[config.mk]
export PLATFORM = sky130hd
export DESIGN_NAME = lecap_top
export DESIGN_NICKNAME = d
export VERILOG_FILES = /design/src/lecap_pkg.sv /design/src/lecap_pkt_decode.sv /design/src/lecap_irq.sv /design/src/lecap_top.sv
export VERILOG_INCLUDE_DIRS = /design/src
export SDC_FILE = /design/constraint.sdc
export NUM_CORES = 1
export LEC_CHECK = 0
export BUFFER_PORTS_ARGS = -buffer_cell sky130_fd_sc_hd__buf_4
export CAP_MARGIN = 40
export CORE_ASPECT_RATIO = 1.75
export CORE_UTILIZATION = 50
export DETAILED_ROUTE_END_ITERATION = 7
export PLACE_DENSITY = 0.81
export SETUP_SLACK_MARGIN = 0.02
export SYNTH_ARGS = -nofsm -noshare
export SYNTH_HDL_FRONTEND = slang
export SYNTH_SLANG_ARGS = --single-unit
export TNS_END_PERCENT = 10
[constraint.sdc]
create_clock -name pclk -period 1.5 [get_ports pclk]
set_input_delay 0.15 -clock pclk [delete_from_list [all_inputs] [get_ports pclk]]
set_output_delay 0.15 -clock pclk [all_outputs]
set_load 0.02 [all_outputs]
[src/lecap_cfg.svh]
// lecap_cfg.svh: offsets, field positions, reset values and codes of the error capture bank
// assumes: included by bare name; every field position is given with bit 0 as the lsb
`ifndef LECAP_CFG_SVH
`define LECAP_CFG_SVH

// ----------------------------------------
// bus and register map
// ----------------------------------------
`define LECAP_AW 13
`define LECAP_OFF_ADDR 13'h1014
`define LECAP_OFF_DEVID 13'h1018
`define LECAP_OFF_CTRL 13'h101c
`define LECAP_OFF_STAT 13'h1030
`define LECAP_OFF_MASK 13'h1034
`define LECAP_RESET_WORD 32'h0000_0000

// ----------------------------------------
// field layouts (lsb numbering)
// ----------------------------------------
`define LECAP_ADDR_HI 23
`define LECAP_ADDR_LO 3
`define LECAP_WDPTR_BIT 1
`define LECAP_ADDR_WMASK 32'h00ff_fffa
`define LECAP_SRC_LO_HI 7
`define LECAP_SRC_LO_LO 0
`define LECAP_SRC_HI_HI 15
`define LECAP_SRC_HI_LO 8
`define LECAP_DEVID_WMASK 32'h0000_ffff
`define LECAP_FTYPE_HI 31
`define LECAP_FTYPE_LO 28
`define LECAP_TTYPE_HI 27
`define LECAP_TTYPE_LO 24
`define LECAP_CTRL_WMASK 32'hff00_0000
`define LECAP_CTRL_CLEAR 32'h0000_0000

// ----------------------------------------
// packet codes
// ----------------------------------------
`define LECAP_HOP_ZERO 8'h00
`define LECAP_FTYPE_MAINT 4'h8
`define LECAP_TT_SMALL 2'h0
`define LECAP_TT_LARGE 2'h1
`define LECAP_BYTE_ZERO 8'h00

// ----------------------------------------
// interrupt status bits
// ----------------------------------------
`define LECAP_NIRQ 3
`define LECAP_IRQ_CAPTURE 0
`define LECAP_IRQ_MISSED 1
`define LECAP_IRQ_UNLOGGED 2

`endif

[src/lecap_pkg.sv]
// lecap_pkg.sv: types shared by the error capture bank
// assumes: lecap_cfg.svh sits in the same folder
`include "lecap_cfg.svh"

package lecap_pkg;

   // ----------------------------------------
   // packet report from the logical layer
   // ----------------------------------------
   typedef enum logic [1:0] {
      lecap_req,
      lecap_resp,
      lecap_pwrite,
      lecap_other
   } lecap_kind_type;

   typedef struct packed {
      logic valid;
      lecap_kind_type kind;
      logic [7:0] hop;
      logic [1:0] tt;
      logic [3:0] ftype;
      logic [3:0] ttype;
      logic [15:0] srcid;
      logic [15:0] raw_b34;
      logic [20:0] addr;
      logic wdptr;
      logic err_ill_trans;
      logic err_ill_resp;
      logic err_unsup;
   } lecap_pkt_type;

   typedef struct packed {
      logic ill_trans_en;
      logic ill_resp_en;
      logic unsup_en;
   } lecap_en_type;

   typedef struct packed {
      logic [31:0] addr_word;
      logic [31:0] devid_word;
      logic [31:0] ctrl_word;
   } lecap_cap_type;

   typedef enum logic {
      lecap_open,
      lecap_locked
   } lecap_state_type;

endpackage : lecap_pkg

[src/lecap_pkt_decode.sv]
// lecap_pkt_decode.sv: turns a packet report into capture words and log decisions
// assumes: report and enables come from logic on pclk; purely combinational
`timescale 1ns/1ps
`include "lecap_cfg.svh"
`default_nettype none

module lecap_pkt_decode (
   input wire lecap_pkg::lecap_pkt_type pkt,
   input wire lecap_pkg::lecap_en_type en,
   output logic err_seen,
   output logic log_hit,
   output lecap_pkg::lecap_cap_type cap
);

   logic maint_hop0;
   logic tt_defined;

   // ----------------------------------------
   // which errors may be logged
   // ----------------------------------------
   // only hop-zero maintenance traffic reaches this layer
   assign maint_hop0 = pkt.valid && (pkt.hop == `LECAP_HOP_ZERO)
      && (pkt.kind != lecap_pkg::lecap_other);
   // a failing but well formed request raises none of these flags
   assign err_seen = maint_hop0 && (pkt.err_ill_trans || pkt.err_ill_resp || pkt.err_unsup);
   assign log_hit = maint_hop0 && ((pkt.err_ill_trans && en.ill_trans_en)
      || (pkt.err_ill_resp && en.ill_resp_en)
      || (pkt.err_unsup && en.unsup_en));
   assign tt_defined = (pkt.tt == `LECAP_TT_SMALL) || (pkt.tt == `LECAP_TT_LARGE);

   // ----------------------------------------
   // capture words
   // ----------------------------------------
   always_comb begin
      cap = '0;
      // address position taken as is, whatever the kind or tt code
      cap.addr_word[`LECAP_ADDR_HI:`LECAP_ADDR_LO] = pkt.addr;
      cap.addr_word[`LECAP_WDPTR_BIT] = pkt.wdptr;
      if (!tt_defined) begin
         cap.devid_word[`LECAP_SRC_HI_HI:`LECAP_SRC_LO_LO] = pkt.raw_b34;
      end else begin
         cap.devid_word[`LECAP_SRC_LO_HI:`LECAP_SRC_LO_LO] = pkt.srcid[7:0];
         cap.devid_word[`LECAP_SRC_HI_HI:`LECAP_SRC_HI_LO] =
            (pkt.tt == `LECAP_TT_LARGE) ? pkt.srcid[15:8] : `LECAP_BYTE_ZERO;
      end
      // ftype is stored as seen; maintenance traffic gives eight
      cap.ctrl_word[`LECAP_FTYPE_HI:`LECAP_FTYPE_LO] = pkt.ftype;
      cap.ctrl_word[`LECAP_TTYPE_HI:`LECAP_TTYPE_LO] = pkt.ttype;
   end

endmodule : lecap_pkt_decode
`default_nettype wire

[src/lecap_irq.sv]
// lecap_irq.sv: sticky event status, mask and the level interrupt
// assumes: one pclk domain; the bus slave hands in the value it returned as the clear mask
`timescale 1ns/1ps
`include "lecap_cfg.svh"
`default_nettype none

module lecap_irq (
   input wire logic pclk,
   input wire logic presetn,
   input wire logic [`LECAP_NIRQ-1:0] events,
   input wire logic rd_clr,
   input wire logic [`LECAP_NIRQ-1:0] clr_bits,
   input wire logic mask_wr,
   input wire logic [`LECAP_NIRQ-1:0] mask_wdata,
   output logic [`LECAP_NIRQ-1:0] status,
   output logic [`LECAP_NIRQ-1:0] mask,
   output logic irq
);

   logic [`LECAP_NIRQ-1:0] status_reg;
   logic [`LECAP_NIRQ-1:0] mask_reg;
   logic irq_reg;

   // ----------------------------------------
   // status: set wins over the read clear
   // ----------------------------------------
   // only bits that were returned are cleared, so a late event survives
   always_ff @(posedge pclk or negedge presetn) begin
      if (!presetn) begin
         status_reg <= '0;
      end else begin
         status_reg <= (status_reg & ~({`LECAP_NIRQ{rd_clr}} & clr_bits)) | events;
      end
   end

   always_ff @(posedge pclk or negedge presetn) begin
      if (!presetn) begin
         mask_reg <= '0;
      end else if (mask_wr) begin
         mask_reg <= mask_wdata;
      end
   end

   // ----------------------------------------
   // interrupt output
   // ----------------------------------------
   // one cycle behind the status, but glitch free
   always_ff @(posedge pclk or negedge presetn) begin
      if (!presetn) begin
         irq_reg <= 1'b0;
      end else begin
         irq_reg <= |(status_reg & mask_reg);
      end
   end

   assign status = status_reg;
   assign mask = mask_reg;
   assign irq = irq_reg;

endmodule : lecap_irq
`default_nettype wire

[src/lecap_top.sv]
// lecap_top.sv: capture registers for errored hop-zero maintenance packets, apb slave
// assumes: packet reports and enables come from logic on pclk; apb master per the amba apb rules
`timescale 1ns/1ps
`include "lecap_cfg.svh"
`default_nettype none

module lecap_top (
   input wire logic pclk,
   input wire logic presetn,
   input wire logic psel,
   input wire logic penable,
   input wire logic pwrite,
   input wire logic [`LECAP_AW-1:0] paddr,
   input wire logic [31:0] pwdata,
   output logic [31:0] prdata,
   output logic pready,
   output logic pslverr,
   input wire lecap_pkg::lecap_pkt_type pkt,
   input wire lecap_pkg::lecap_en_type err_en,
   output logic capture_locked,
   output logic irq
);

   // ----------------------------------------
   // declarations
   // ----------------------------------------
   lecap_pkg::lecap_state_type state_reg;
   lecap_pkg::lecap_state_type state_next;
   lecap_pkg::lecap_cap_type cap_new;
   logic [31:0] addr_reg;
   logic [31:0] devid_reg;
   logic [31:0] ctrl_reg;
   logic [31:0] prdata_reg;
   logic [31:0] rd_word;
   logic pslverr_reg;
   logic err_seen;
   logic log_hit;
   logic do_capture;
   logic setup;
   logic access;
   logic wr_done;
   logic rd_done;
   logic hit_addr;
   logic hit_devid;
   logic hit_ctrl;
   logic hit_stat;
   logic hit_mask;
   logic hit_any;
   logic ctrl_clear;
   logic stat_rd;
   logic [`LECAP_NIRQ-1:0] irq_events;
   logic [`LECAP_NIRQ-1:0] irq_status;
   logic [`LECAP_NIRQ-1:0] irq_mask;
   logic [`LECAP_NIRQ-1:0] stat_returned_reg;

   // ----------------------------------------
   // packet decode
   // ----------------------------------------
   lecap_pkt_decode u_decode (
      .pkt(pkt),
      .en(err_en),
      .err_seen(err_seen),
      .log_hit(log_hit),
      .cap(cap_new)
   );

   // ----------------------------------------
   // apb phase and address decode
   // ----------------------------------------
   // zero wait state in access: read data was fetched in setup
   assign setup = psel && !penable;
   assign access = psel && penable;
   assign hit_addr = (paddr == `LECAP_OFF_ADDR);
   assign hit_devid = (paddr == `LECAP_OFF_DEVID);
   assign hit_ctrl = (paddr == `LECAP_OFF_CTRL);
   assign hit_stat = (paddr == `LECAP_OFF_STAT);
   assign hit_mask = (paddr == `LECAP_OFF_MASK);
   assign hit_any = hit_addr || hit_devid || hit_ctrl || hit_stat || hit_mask;
   assign wr_done = access && pwrite && hit_any;
   assign rd_done = access && !pwrite;
   assign stat_rd = rd_done && hit_stat;
   assign pready = access;

   // ----------------------------------------
   // lock state
   // ----------------------------------------
   // capture only while open; the first enabled error wins
   assign do_capture = (state_reg == lecap_pkg::lecap_open) && log_hit;
   // all-zero write to control capture reopens the bank
   assign ctrl_clear = wr_done && hit_ctrl && (pwdata == `LECAP_CTRL_CLEAR);

   always_comb begin
      state_next = state_reg;
      unique case (state_reg)
         lecap_pkg::lecap_open: begin
            if (log_hit) begin
               state_next = lecap_pkg::lecap_locked;
            end
         end
         lecap_pkg::lecap_locked: begin
            // a fresh error in the clearing cycle keeps the bank locked, with the old address and source id capture but a zeroed control word
            if (ctrl_clear && !log_hit) begin
               state_next = lecap_pkg::lecap_open;
            end
         end
      endcase
   end

   always_ff @(posedge pclk or negedge presetn) begin
      if (!presetn) begin
         state_reg <= lecap_pkg::lecap_open;
      end else begin
         state_reg <= state_next;
      end
   end

   assign capture_locked = (state_reg == lecap_pkg::lecap_locked);

   // ----------------------------------------
   // address capture
   // ----------------------------------------
   // hardware capture takes priority over a software write
   always_ff @(posedge pclk or negedge presetn) begin
      if (!presetn) begin
         addr_reg <= `LECAP_RESET_WORD;
      end else if (do_capture) begin
         addr_reg <= cap_new.addr_word;
      end else if (wr_done && hit_addr) begin
         addr_reg <= pwdata & `LECAP_ADDR_WMASK;
      end
   end

   // ----------------------------------------
   // source id capture
   // ----------------------------------------
   always_ff @(posedge pclk or negedge presetn) begin
      if (!presetn) begin
         devid_reg <= `LECAP_RESET_WORD;
      end else if (do_capture) begin
         devid_reg <= cap_new.devid_word;
      end else if (wr_done && hit_devid) begin
         devid_reg <= pwdata & `LECAP_DEVID_WMASK;
      end
   end

   // ----------------------------------------
   // control capture
   // ----------------------------------------
   always_ff @(posedge pclk or negedge presetn) begin
      if (!presetn) begin
         ctrl_reg <= `LECAP_RESET_WORD;
      end else if (do_capture) begin
         ctrl_reg <= cap_new.ctrl_word;
      end else if (wr_done && hit_ctrl) begin
         ctrl_reg <= pwdata & `LECAP_CTRL_WMASK;
      end
   end

   // ----------------------------------------
   // interrupt events
   // ----------------------------------------
   // missed: an enabled error arrived while the bank was frozen
   always_comb begin
      irq_events = '0;
      irq_events[`LECAP_IRQ_CAPTURE] = do_capture;
      irq_events[`LECAP_IRQ_MISSED] = log_hit && (state_reg == lecap_pkg::lecap_locked);
      irq_events[`LECAP_IRQ_UNLOGGED] = err_seen && !log_hit;
   end

   lecap_irq u_irq (
      .pclk(pclk),
      .presetn(presetn),
      .events(irq_events),
      .rd_clr(stat_rd),
      .clr_bits(stat_returned_reg),
      .mask_wr(wr_done && hit_mask),
      .mask_wdata(pwdata[`LECAP_NIRQ-1:0]),
      .status(irq_status),
      .mask(irq_mask),
      .irq(irq)
   );

   // ----------------------------------------
   // read data and error answer
   // ----------------------------------------
   // unused bits of status and mask read as zero
   always_comb begin
      rd_word = '0;
      if (hit_addr) begin
         rd_word = addr_reg;
      end else if (hit_devid) begin
         rd_word = devid_reg;
      end else if (hit_ctrl) begin
         rd_word = ctrl_reg;
      end else if (hit_stat) begin
         rd_word[`LECAP_NIRQ-1:0] = irq_status;
      end else if (hit_mask) begin
         rd_word[`LECAP_NIRQ-1:0] = irq_mask;
      end
   end

   // sampled in setup so prdata is a flop when pready rises
   always_ff @(posedge pclk or negedge presetn) begin
      if (!presetn) begin
         prdata_reg <= `LECAP_RESET_WORD;
         stat_returned_reg <= '0;
      end else if (setup) begin
         prdata_reg <= pwrite ? `LECAP_RESET_WORD : rd_word;
         stat_returned_reg <= irq_status;
      end
   end

   always_ff @(posedge pclk or negedge presetn) begin
      if (!presetn) begin
         pslverr_reg <= 1'b0;
      end else if (setup) begin
         pslverr_reg <= !hit_any;
      end
   end

   assign prdata = prdata_reg;
   assign pslverr = pslverr_reg && access;

endmodule : lecap_top
`default_nettype wire

==> results.py <==
metrics = {
    "global_route": {
        "grt.met3_usage_pct": 6.56,
        "track_usage_pct": 33.7,
        "top_usage_layer": "met2",
        "grt_pass1_vias": 4987,
        "grt_max_degree": 47,
        "grt_util_met2_pct": 56.3,
        "antenna_found_initial": 0,
        "grt_overflow_total": 0,
        "use_met1_pct": 39.2,
        "grt_pass1_wl_um": 24300,
    },
    "synthesis": {
        "synth_largest_area_cell": "dfrtp_1",
        "yosysUniqueCellTypes": 45,
        "synth_top_area_share_pct": 48.1,
        "async_reset_ff_share_pct": 100,
        "yosysSeqAreaShare_pct": 48.1,
        "postSynthCellCount": 491,
        "synthTopCellsByArea": "dfrtp_1 48%, o21ai_0 5.6%, mux2i_1 4.9%",
        "syn_area_mm2": 0.00468,
        "syn_area_per_cell_um2": 9.53,
        "synth_warnings": 0,
        "ys_ff_latch": 90,
        "synth_edf_count": 0,
        "syn-num-nets": 622,
        "ys.flop_type": "dfrtp_1",
    },
    "worst_setup_path": {
        "critPathSlowestCell": "nor4b_4",
        "crit_fanout": 23,
        "path_cells": "buf_4 -> nor4b_4 -> buf_4 -> and4_2 -> buf_12 -> a32oi_1 -> a22oi_1",
        "crit_path_end_kind": "register",
        "critPathKind": "primary input to register",
        "r2r_end": "devid_reg[5]",
        "critical_path.max_stage_delay_ns": 0.34,
        "crit_start": "paddr[10]",
        "critPathRequiredTime_ns": 1.74,
        "r2r_slack_ns": 0.11,
        "reg2reg_depth": 4,
        "path_common_cell": "buf_4",
        "r2r-start": "capture_locked",
        "arrival_ns": 1.65,
        "worstSetupStartpointType": "primary input",
    },
    "placed_design": {
        "placed_cells": 773,
        "gp_congestion": 0.866,
        "hpwl_um": 11200,
        "placed_cell_area_mm2": 0.00626,
        "io_buffer_count": 166,
    },
    "sta": {
        "tightest_slew_ns": 0.693,
        "fmax_mhz": 705,
        "rsz0062_at_grt": "no",
        "setup_viol": 0,
        "period_share_pct": 94.5,
        "max_slew_margin_pct": 53.7,
        "finalClockSkew_ns": 0.00514,
        "maxSlewViolCount": 0,
        "period_minus_slack_ns": 1.42,
        "hold_violations": 0,
    },
    "run": {
        "max-cap-violations": 0,
    },
    "layout": {
        "stdcell_area_mm2": 0.00659,
        "insertedDiodeCount": 0,
        "layout.nets": 798,
        "stdcell_count": 792,
        "drive_gt1_share_pct": 34.8,
        "syn_to_final_growth_pct": 40.7,
        "largest_reg_flops": 32,
    },
    "cts": {
        "cts-root-buf": "clkbuf_16",
        "clock_sinks": 90,
        "clock_path_buffers": 2,
        "ctsHtreeMaxLevel": 3,
        "clkLatencyLatePin_ns": 0.34,
        "cts_buffers": 9,
        "cts_tree": "yes",
        "path_clk_slew_ns": 0.06,
    },
    "pwr": {
        "power.switching_w": 0.00133,
        "combPwrFrac_pct": 13.8,
        "clockPowerShare_pct": 40.1,
        "swShare_pct": 24.2,
        "pwr-share-seq_pct": 46.1,
        "internal_power_w": 0.00416,
        "p_leak_nw": 3.17,
        "vdd_drop_max_mv": 0.587,
        "p_per_area_mw_per_mm2": 833,
    },
    "die": {
        "die_x_um": 75.1,
        "fp-row-count": 46,
        "fp.dieArea_mm2": 0.00977,
        "start_util_pct": 51.5,
        "coreArea_mm2": 0.00909,
        "io_pins": 167,
        "dieHeight_um": 130,
    },
    "detailed_routing": {
        "drtIter0Drc": 488,
        "drtPass1Iterations": 7,
        "viasPerCell": 6.48,
        "drt_wl_total_um": 16200,
        "drtAntennaViolNets": 0,
        "drc": 0,
        "vias": 5129,
        "drt-wirelength-per-cell_um": 20.4,
    },
    "hold_path": {
        "hold_path_class": "primary input to register",
        "worstHoldEndpoint": "ctrl_reg[29]",
        "worstHoldStart": "pkt[62]",
        "min_path_cells": 3,
    },
    "status": {
        "status": "completed",
    },
}
[cell families (layout without fill, tap and decap cells)]
| group | Yosys count | count (layout) | synth area share (%) |
|---|---|---|---|
| mux | 26 | 26 | 5.64 |
| simple gates | 165 | 165 | 18.8 |
| buf+inv | 48 | 229 | 4.95 |
| compound gates | 162 | 162 | 22.5 |
| flops | 90 | 90 | 48.1 |
[cells in the mapped netlist (all sizes together), types with 2 or more instances]
| master | count |
|---|---|
| dfrtp | 90 |
| o21ai | 62 |
| nand2 | 44 |
| nand3 | 34 |
| nor3 | 32 |
| a31oi | 30 |
| buf | 26 |
| a22oi | 24 |
| mux2i | 23 |
| clkbuf | 21 |
| a32oi | 16 |
| nor2 | 13 |
| o31ai | 10 |
| a22o | 9 |
| nor4 | 9 |
| nand4 | 6 |
| nand2b | 5 |
| a21oi | 4 |
| and3 | 3 |
| and4 | 3 |
| mux2 | 3 |
| nand3b | 3 |
| nor2b | 3 |
| a222oi | 2 |
| nor3b | 2 |
| nor4b | 2 |
| or2 | 2 |
[what timing repair did]
action                                 in CTS  in global routing
hold buffers                                1                  0
buffers inserted                            0                  1
endpoints found under the hold margin      25                  0
setup endpoints to repair                   0                 42
resized for setup                           0                  2
[through the flow]
stage | setup WS, ns | power, W | TNS [ns] | hold WS (ns) | util [%]
6_report | 0.0822 | 0.00549 | 0 | 0.0932 | 72.4
3_5_place_dp | -0.233 | 0.00331 | -9.86 | 0.0967 | 68.8
2_1_floorplan | 0.0429 | 0.00280 | 0 | -0.146 | -
5_1_grt | 0.00721 | 0.00567 | 0 | 0.0958 | 72.4
3_3_place_gp | -0.109 | 0.00329 | -5.40 | 0.0989 | 68.8
4_1_cts | 0.0201 | 0.00548 | 0 | 0.0906 | 72.0
[layout by cell type, fill, tap and decap left out, drive strengths merged, types with 2 or more instances in the layout]
| cell type | n |
|---|---|
| nor3 | 32 |
| and3 | 3 |
| o21ai | 62 |
| a21oi | 4 |
| dfrtp | 90 |
| a22o | 9 |
| nor4 | 9 |
| nand3b | 3 |
| clkbuf | 15 |
| a222oi | 2 |
| nor2b | 3 |
| nor2 | 13 |
| mux2i | 23 |
| nand3 | 34 |
| a31oi | 30 |
| nor3b | 2 |
| nand2b | 5 |
| a22oi | 24 |
| o31ai | 10 |
| and4 | 3 |
| nand4 | 6 |
| nor4b | 2 |
| mux2 | 3 |
| or2 | 2 |
| a32oi | 16 |
| buf | 210 |
| nand2 | 44 |
[routing by layer]
| metal | routed length (µm) | up-vias | part of all wire (%) |
|---|---|---|---|
| li1 | - | 2230 | - |
| met1 | 5610 | 2447 | 35 |
| met2 | 8380 | 360 | 52 |
| met3 | 1250 | 92 | 7.7 |
| met4 | 935 | 0 | 5.8 |
| met5 | 0 | - | 0 |
[critical path, delay by kind of cell]
| kind | cells | cell delay (ns) |
|---|---|---|
| AND/OR/NAND/NOR | 2 | 0.65 |
| buffers and inverters | 3 | 0.49 |
| AO/OA/AOI/OAI | 2 | 0.35 |
[layout make-up]
class	count	area, µm²
fillers	696	2510
clock inverters	2	37.5
repair buffers	212	1700
inverters	1	3.75
well taps	120	150
flip-flops and latches	90	2250
multi-input cells	353	2200
clock buffers	14	244
[worst max path at each step]
stage	to	slack, ns
finish	devid_reg[5]	0.08
global route	devid_reg[15]	0.007
CTS	devid_reg[5]	0.02
detailed placement	devid_reg[5]	-0.23
global placement	devid_reg[8]	-0.11
floorplan	u_irq.mask[0]	0.04
[power groups by stage]
| stage | registers [W] | clock network (W) | logic (W) |
|---|---|---|---|
| after floorplan | 0.00256 | 0 | 0.000241 |
| after global placement | 0.00257 | 0 | 0.000718 |
| after detailed placement | 0.00257 | 0 | 0.000739 |
| after CTS | 0.00253 | 0.00221 | 0.000747 |
| after global routing | 0.00253 | 0.00232 | 0.000809 |
| final | 0.00253 | 0.00220 | 0.000759 |
Power figures use the tool's default switching activity.
